[config.mk]
export PLATFORM = sky130hd
export DESIGN_NAME = rtis_target
export DESIGN_NICKNAME = d
export VERILOG_FILES = /design/src/rtis_pkg.sv /design/src/rtis_target.sv
export SDC_FILE = /design/constraint.sdc
export NUM_CORES = 2
export LEC_CHECK = 0
export BUFFER_PORTS_ARGS = -buffer_cell sky130_fd_sc_hd__clkbuf_2
export CAP_MARGIN = 10
export CORE_ASPECT_RATIO = 1.75
export CORE_MARGIN = 3
export CORE_UTILIZATION = 30
export CTS_CLUSTER_DIAMETER = 200
export CTS_CLUSTER_SIZE = 28
export DETAILED_ROUTE_END_ITERATION = 8
export PLACE_DENSITY = 0.45
export SYNTH_ARGS = -nofsm -noshare
export SYNTH_HDL_FRONTEND = slang
export SYNTH_SLANG_ARGS = --single-unit
export TNS_END_PERCENT = 5
[constraint.sdc]
create_clock -name clk_in -period 21.6 [get_ports clk_in]
set_input_delay 2.16 -clock clk_in [delete_from_list [all_inputs] [get_ports clk_in]]
set_output_delay 2.16 -clock clk_in [all_outputs]
set_load 0.05 [all_outputs]
[src/rtis_pkg.sv]
// rtis_pkg: constants and carrier types for the serial target port
// assumes: one 100 MHz system clock; bus pins sampled inside the core
package rtis_pkg;

    // ----------------------------------------------------------------
    // bus constants
    // ----------------------------------------------------------------
    localparam logic [6:0] RTIS_TARGET_ADDR = 7'h68;
    localparam logic [2:0] RTIS_LAST_BIT = 3'h7;
    localparam logic [2:0] RTIS_BIT_ZERO = 3'h0;
    localparam int RTIS_ADDR_W = 8;
    localparam int RTIS_DATA_W = 8;
    localparam logic [7:0] RTIS_ADDR_RESET = 8'h00;

    // ----------------------------------------------------------------
    // carriers
    // ----------------------------------------------------------------
    // one open-drain pin: output level is always low, enable pulls it
    typedef struct packed {
        logic drive_low;
    } rtis_od_t;

    // user-side memory port
    typedef struct packed {
        logic we;
        logic [7:0] addr;
        logic [7:0] wdata;
    } rtis_mem_req_t;

    // open-drain side pins toward the bus
    typedef struct packed {
        logic sda_oe;
        logic scl_oe;
        logic alert_oe;
        logic reset_oe;
    } rtis_pins_t;

endpackage : rtis_pkg

[src/rtis_target.sv]
// rtis_target: serial two-wire target port with a byte memory behind it
// assumes: scl/sda arrive asynchronously from pins with external pull-ups;
// memory storage is flip-flops indexed by the address counter
`timescale 1ns/1ps
module rtis_target #(
    parameter int ADDR_W = rtis_pkg::RTIS_ADDR_W,
    parameter int DATA_W = rtis_pkg::RTIS_DATA_W
) (
    input wire logic clk_in,
    input wire logic reset_n_in,
    input wire logic scl_in,
    input wire logic sda_in,
    input wire logic alert_request_in,
    input wire logic reset_request_in,
    output logic sda_out,
    output logic sda_oe_out,
    output logic scl_out,
    output logic scl_oe_out,
    output logic alert_or_square_wave_out,
    output logic alert_or_square_wave_oe_out,
    output logic reset_pin_out,
    output logic reset_pin_oe_out,
    output rtis_pkg::rtis_mem_req_t mem_write_out,
    output logic [7:0] addr_counter_out
);
    import rtis_pkg::*;

    // ----------------------------------------------------------------
    // elaboration checks
    // ----------------------------------------------------------------
    if (ADDR_W != 8 || DATA_W != 8) begin : g_bad_width
        $error("rtis_target supports 8-bit address and data only");
    end

    typedef enum logic [2:0] {
        ST_IDLE,
        ST_ADDR,
        ST_ADDR_ACK,
        ST_WRITE,
        ST_WRITE_ACK,
        ST_READ,
        ST_READ_ACK
    } rtis_phase_t;

    typedef struct packed {
        logic [2:0] scl_sync;
        logic [2:0] sda_sync;
        logic [2:0] alert_sync;
        logic [2:0] rst_sync;
        logic scl_q;
        logic sda_q;
        rtis_phase_t phase;
        logic [2:0] bit_cnt;
        logic [7:0] shift;
        logic have_maddr;
        logic seen_rise;
        logic [7:0] addr_cnt;
        logic sda_low;
        logic alert_low;
        logic rst_low;
        rtis_mem_req_t mem_req;
    } rtis_state_t;

    rtis_state_t state;
    rtis_state_t next_state;
    logic [7:0] mem [0:255];
    logic [7:0] rd_byte;

    // ----------------------------------------------------------------
    // helpers
    // ----------------------------------------------------------------
    // filtered level: changes only when stages two and three agree
    function automatic logic settle(input logic [2:0] s, input logic prev);
        settle = (s[1] == s[2]) ? s[2] : prev;
    endfunction : settle

    function automatic logic [7:0] bump(input logic [7:0] a);
        bump = a + 8'h01;
    endfunction : bump

    // upper seven bits against the fixed target; r/w bit ignored
    function automatic logic addr_hit(input logic [7:0] b);
        addr_hit = (b[7:1] == RTIS_TARGET_ADDR);
    endfunction : addr_hit

    assign rd_byte = mem[state.addr_cnt];

    // ----------------------------------------------------------------
    // next-state logic
    // ----------------------------------------------------------------
    always_comb begin
        logic scl_f;
        logic sda_f;
        logic scl_rise;
        logic scl_fall;
        logic start_c;
        logic stop_c;
        logic byte_end;
        logic [7:0] sh;
        byte_end = 1'b0;
        scl_f = 1'b1;
        sda_f = 1'b1;
        scl_rise = 1'b0;
        scl_fall = 1'b0;
        start_c = 1'b0;
        stop_c = 1'b0;
        sh = 8'h00;
        next_state = state;
        next_state.scl_sync = {state.scl_sync[1:0], scl_in};
        next_state.sda_sync = {state.sda_sync[1:0], sda_in};
        next_state.alert_sync = {state.alert_sync[1:0], alert_request_in};
        next_state.rst_sync = {state.rst_sync[1:0], reset_request_in};
        scl_f = settle(state.scl_sync, state.scl_q);
        sda_f = settle(state.sda_sync, state.sda_q);
        next_state.scl_q = scl_f;
        next_state.sda_q = sda_f;
        scl_rise = scl_f && !state.scl_q;
        scl_fall = !scl_f && state.scl_q;
        start_c = state.scl_q && scl_f && state.sda_q && !sda_f;
        stop_c = state.scl_q && scl_f && !state.sda_q && sda_f;
        next_state.mem_req.we = 1'b0;
        next_state.alert_low = settle(state.alert_sync, state.alert_low);
        next_state.rst_low = settle(state.rst_sync, state.rst_low);
        sh = {state.shift[6:0], sda_f};
        // eighth bit done: only after a rise, so the fall that closes
        // a start never looks like the end of a byte
        byte_end = scl_fall && state.bit_cnt == RTIS_BIT_ZERO && state.seen_rise;

        if (start_c) begin
            next_state.phase = ST_ADDR;
            next_state.bit_cnt = RTIS_BIT_ZERO;
            next_state.seen_rise = 1'b0;
            next_state.shift = 8'h00;
            next_state.have_maddr = 1'b0;
            next_state.sda_low = 1'b0;
        end else if (stop_c) begin
            next_state.phase = ST_IDLE;
            next_state.sda_low = 1'b0;
        end else begin
            case (state.phase)
                ST_IDLE: begin
                    next_state.sda_low = 1'b0;
                end
                ST_ADDR: begin
                    if (scl_rise) begin
                        next_state.shift = sh;
                        next_state.bit_cnt = state.bit_cnt + 3'h1;
                        next_state.seen_rise = 1'b1;
                    end
                    if (byte_end) begin
                        next_state.seen_rise = 1'b0;
                        if (addr_hit(state.shift)) begin
                            next_state.sda_low = 1'b1;
                            next_state.phase = ST_ADDR_ACK;
                        end else begin
                            // not ours: stay silent until the next start
                            next_state.phase = ST_IDLE;
                        end
                    end
                end
                ST_WRITE: begin
                    if (scl_rise) begin
                        next_state.shift = sh;
                        next_state.bit_cnt = state.bit_cnt + 3'h1;
                        next_state.seen_rise = 1'b1;
                    end
                    if (byte_end) begin
                        next_state.seen_rise = 1'b0;
                        next_state.sda_low = 1'b1;
                        next_state.phase = ST_WRITE_ACK;
                        if (!state.have_maddr) begin
                            next_state.addr_cnt = state.shift;
                            next_state.have_maddr = 1'b1;
                        end else begin
                            next_state.mem_req.we = 1'b1;
                            next_state.mem_req.addr = state.addr_cnt;
                            next_state.mem_req.wdata = state.shift;
                            next_state.addr_cnt = bump(state.addr_cnt);
                        end
                    end
                end
                ST_ADDR_ACK: begin
                    if (scl_fall) begin
                        next_state.bit_cnt = RTIS_BIT_ZERO;
                        if (state.shift[0]) begin
                            next_state.phase = ST_READ;
                            next_state.shift = rd_byte;
                            next_state.sda_low = !rd_byte[7];
                        end else begin
                            next_state.phase = ST_WRITE;
                            next_state.sda_low = 1'b0;
                        end
                    end
                end
                ST_WRITE_ACK: begin
                    if (scl_fall) begin
                        next_state.phase = ST_WRITE;
                        next_state.bit_cnt = RTIS_BIT_ZERO;
                        next_state.sda_low = 1'b0;
                    end
                end
                ST_READ: begin
                    if (scl_fall) begin
                        next_state.bit_cnt = state.bit_cnt + 3'h1;
                        next_state.shift = {state.shift[6:0], 1'b0};
                        if (state.bit_cnt == RTIS_LAST_BIT) begin
                            next_state.phase = ST_READ_ACK;
                            next_state.sda_low = 1'b0;
                            next_state.addr_cnt = bump(state.addr_cnt);
                        end else begin
                            next_state.sda_low = !state.shift[6];
                        end
                    end
                end
                ST_READ_ACK: begin
                    if (scl_rise) begin
                        next_state.shift[0] = sda_f;
                    end
                    if (scl_fall) begin
                        next_state.bit_cnt = RTIS_BIT_ZERO;
                        if (!state.shift[0]) begin
                            next_state.phase = ST_READ;
                            next_state.shift = rd_byte;
                            next_state.sda_low = !rd_byte[7];
                        end else begin
                            next_state.phase = ST_IDLE;
                            next_state.sda_low = 1'b0;
                        end
                    end
                end
                default: begin
                    next_state.phase = ST_IDLE;
                end
            endcase
        end
    end

    // ----------------------------------------------------------------
    // state register
    // ----------------------------------------------------------------
    always_ff @(posedge clk_in or negedge reset_n_in) begin
        if (!reset_n_in) begin
            state <= '0;
            state.scl_sync <= 3'h7;
            state.sda_sync <= 3'h7;
            state.scl_q <= 1'b1;
            state.sda_q <= 1'b1;
            state.phase <= ST_IDLE;
            state.addr_cnt <= RTIS_ADDR_RESET;
        end else begin
            state <= next_state;
        end
    end

    // ----------------------------------------------------------------
    // byte storage
    // ----------------------------------------------------------------
    // unreset on purpose: contents are undefined until written
    always_ff @(posedge clk_in) begin
        if (next_state.mem_req.we) begin
            mem[next_state.mem_req.addr] <= next_state.mem_req.wdata;
        end
    end

    // ----------------------------------------------------------------
    // outputs
    // ----------------------------------------------------------------
    always_comb begin
        sda_out = 1'b0;
        sda_oe_out = state.sda_low;
        scl_out = 1'b0;
        scl_oe_out = 1'b0;
        alert_or_square_wave_out = 1'b0;
        alert_or_square_wave_oe_out = state.alert_low;
        reset_pin_out = 1'b0;
        reset_pin_oe_out = state.rst_low;
        mem_write_out = state.mem_req;
        addr_counter_out = state.addr_cnt;
    end

endmodule : rtis_target

==> results by group <==
Pwr
  • Sequential group share of total power: 64.2%
  • Pwr Total: 6.968 mW
  • Pint: 5.316 mW
  • Peak VDD IR: 0.05704 mV
  • Sw frac: 23.72%
  • Clock share of power: 29.5%
  • Comb power frac: 6.3%
  • Power per cell area: 77.59 nW/um^2
  • Leakage power: 21.90 nW
  • Switching power: 1.653 mW

Worst setup path
  • FF-to-FF Start: state[45]$_DFF_PN1_
  • Critical-path top delay cell: nor2_1
  • Critical Path Max Stage Delay: 1.06 ns
  • Reg2reg end: mem[31][3]$_DFFE_PP_
  • R2R Setup Slk: 15.98 ns
  • Crit end category: flip-flop
  • Req. time, crit path: 22.00 ns
  • Reg2Reg Depth: 8
  • Worst path cell trace: or3b_1 -> nor3_2 -> nand4_2 -> inv_2 -> nand3_1 -> o21ai_1 -> nand3_2 -> nor2_1
  • Setup Crit Path Kind: flip-flop to flip-flop
  • Critical path launch point type: flip-flop
  • CP arrival: 6.02 ns
  • Maximum fanout along the worst path: 38

Final layout
  • Most common cell after layout, fill and taps aside: edfxtp_1
  • Final net count: 4214
  • Leading cell types in the layout, fill and taps excluded: edfxtp_1 (2048), mux4_2 (366), nor2_1 (317)
  • Layout cells sized above 1: 16.25%
  • Layout filler cell count: 26149
  • Final Cell Area: 89810 sq um
  • Synthesis-to-layout area growth: 7.763%

Floorplanning
  • Num rows: 255
  • Die Ht: 703.2 um
  • Core Region: 276000 sq um
  • Top Ports: 39
  • Die W: 404.4 um
  • Area of the die: 284400 sq um
  • Initial Util: 30.20%

Synth
  • Post-synth top area share: 73.79%
  • Synth Area in Simple Gates: 3.510%
  • Asr flop ratio synth: 2.754%
  • Largest family of logic cells by synthesized area: multiplexers
  • Post-Synth Adder-Cell Area: 0.08407%
  • Most common flop cell mapped by yosys: edfxtp_1
  • FF+latch count, synth: 2106
  • Post-synthesis cell count: 4258
  • Post-Syn Area: 83340 sq um
  • Synthesized area per cell: 19.57 sq um
  • Area leader, netlist: edfxtp_1
  • Sequential share of the synthesized area: 75.55%
  • Syn. warnings: 0
  • Mux share of post-synthesis cell area: 14.30%
  • Synth area leaders: edfxtp_1 (74%), mux4_2 (9.9%), mux2i_1 (3.1%)
  • Synth Area in Compound Gates: 4.180%
  • XOR/XNOR Fraction of Synth Area: 0.02102%
  • Yosys cell types: 88
  • Number of enable flip-flop cells after synthesis: 2048

Flow run
  • Max-Cap Viols: 0

CTS
  • Setup Fix Bufs, Post-CTS: 0
  • Htree depth: 3
  • CTS max path bufs: 3
  • # hold bufs at CTS: 0
  • TritonCTS clock tree: yes
  • Worst-path clk slew: 0.12 ns
  • CTS root buf: clkbuf_16
  • Clock Sinks: 2106
  • CTS Buf Count: 86
  • PostCTS Resize Cnt: 0
  • Clk_lat worst skew: 0.80 ns

Global routing
  • Largest net degree at the start of global routing: 189
  • Vias in the first global route: 43233
  • First-pass GRT wire length: 368900 um
  • Global Route Usage Sum: 18.65%
  • Antenna violations before repair: 9
  • GR Overflow Total: 0

Run status
  • Status: finished, final reports clean

STA
  • Setup Viol. Count Final: 0
  • Tcrit/Tclk final: 26.04%
  • Fin Setup TNS: 0 ns
  • Fmax: 0.1778 GHz
  • Relative slew slack: 9.530%
  • Max Slew Vio Count: 0
  • Fin crit period: 5.624 ns
  • Final Hold Viols: 0
  • RSZ-0062 raised after global routing: no
  • Least-Margin Pin Slew: 1.357 ns
  • Worst Clk Skew: 0.06912 ns

Hold path
  • Hold crit path type: flip-flop to flip-flop
  • Min-Delay Path Depth: 0
  • Hold Startpoint: next_state[50]$_DFF_PN0_
  • Worst Hold Endpoint: next_state[51]$_DFF_PN0_

Place
  • Port bufs: 33
  • DP HPWL: 172400 um
  • Routability cong.: 0.8645
  • Post-DP Area: 87350 sq um

Detailed routing
  • Drt first-iter violations: 4285
  • DR vias: 41582
  • Drt via density: 5.300
  • Final wirelength: 268900 um
  • WL/cell: 34.27 um
  • Post-DRT Antenna Nets: 0
  • Drt pass-1 iters: 6
  • DRC: 0
==> cell type report <==
cell class | count | area (sq um) | area share, %
clock buffers | 121 | 2305 | 2.566
clock inverters | 9 | 155.1 | 0.1728
repair buffers | 154 | 1186 | 1.321
flip-flops and latches | 2106 | 62980 | 70.13
inverters | 14 | 58.81 | 0.06548
diodes | 2 | 5.005 | 0.005573
well taps | 3598 | 4502 | 5.013
multi-input cells | 1842 | 18620 | 20.73
==> cells by family after synthesis <==
group | after synthesis
multiplexers | 673
adder cells (fa/ha/maj) | 6
AND/OR/NAND/NOR | 657
XOR/XNOR | 2
flip-flops | 2106
buffers and inverters | 314
AO/OA/AOI/OAI | 499
other | 1
==> power by group through the flow <==
stage | sequential, mW | combinational, mW | clock, mW
2_1_floorplan | 4.53 | 0.260 | 0
3_3_place_gp | 4.57 | 0.445 | 0
3_5_place_dp | 4.57 | 0.444 | 0
4_1_cts | 4.47 | 0.445 | 2.12
5_1_grt | 4.48 | 0.458 | 2.24
6_report | 4.47 | 0.441 | 2.05
==> flip-flops by register name, indices dropped and copies added, names as in the netlist <==
name and flops:
mem 2048, state 22, mem_write_out 17, addr_counter_out 8, next_state 8, alert_or_square_wave_oe_out 1, reset_pin_oe_out 1, sda_oe_out 1
==> metal layers <==
layer	GRT usage, %	vias to the layer above	wire length, um
met5	0	-	28
met4	7.916	4	12890
met3	2.224	324	11590
met2	34.43	1148	144300
met1	21.73	22885	100100
li1	-	17221	-
==> synthesized netlist by cell type (all sizes together) (6+ instances only) <==
cell	n
mux2i	259
o221ai	88
dfstp	8
o21ai	69
nor3	35
nand4	11
or3	11
a21oi	88
or2	8
and2	13
a22o	9
buf	198
mux2	12
inv	12
dfrtp	50
nand2	137
nand3	51
nor3b	6
nor2	319
nor2b	13
nand3b	6
o31ai	10
a2111oi	11
and3	7
o22ai	69
a31oi	20
nand2b	15
nor4	14
clkbuf	102
a22oi	56
edfxtp	2048
mux4	402
a221oi	10
a211oi	14
o21a	6
o211ai	10
==> worst max path at each step <==
stage / start / endpoint / slack (ns)
after floorplan: state[45]$_DFF_PN1_ / mem[0][4]$_DFFE_PP_ / 7.52
after global placement: addr_counter_out[0]$_DFFE_PN0P_ / state[30]$_DFFE_PN0P_ / 15.52
after detailed placement: addr_counter_out[0]$_DFFE_PN0P_ / state[32]$_DFFE_PN0P_ / 16.03
after CTS: state[45]$_DFF_PN1_ / mem[100][6]$_DFFE_PP_ / 16.02
after global routing: state[45]$_DFF_PN1_ / mem[107][6]$_DFFE_PP_ / 15.68
final: state[45]$_DFF_PN1_ / mem[31][3]$_DFFE_PP_ / 15.98
==> critical path: cells and delay by family, from the launching register on <==
kind	cells	cell delay (ns)
and+or+nand+nor	6	3.62
buffers and inverters	1	0.73
DFF	1	0.58
AOI/OAI and AO/OA	1	0.28
==> metrics by stage <==
step	setup slack [ns]	instances	hold slack, ns	utilization [%]
5_1_grt	15.68	7845	0.3669	32.54
2_1_floorplan	7.523	4262	0.3312	-
3_5_place_dp	16.03	7714	0.3365	31.65
6_report	15.98	7846	0.3600	32.54
3_3_place_gp	15.52	7710	0.3378	31.64
4_1_cts	16.02	7844	0.3643	32.54
Note: power is estimated with default switching activity, not from simulation.
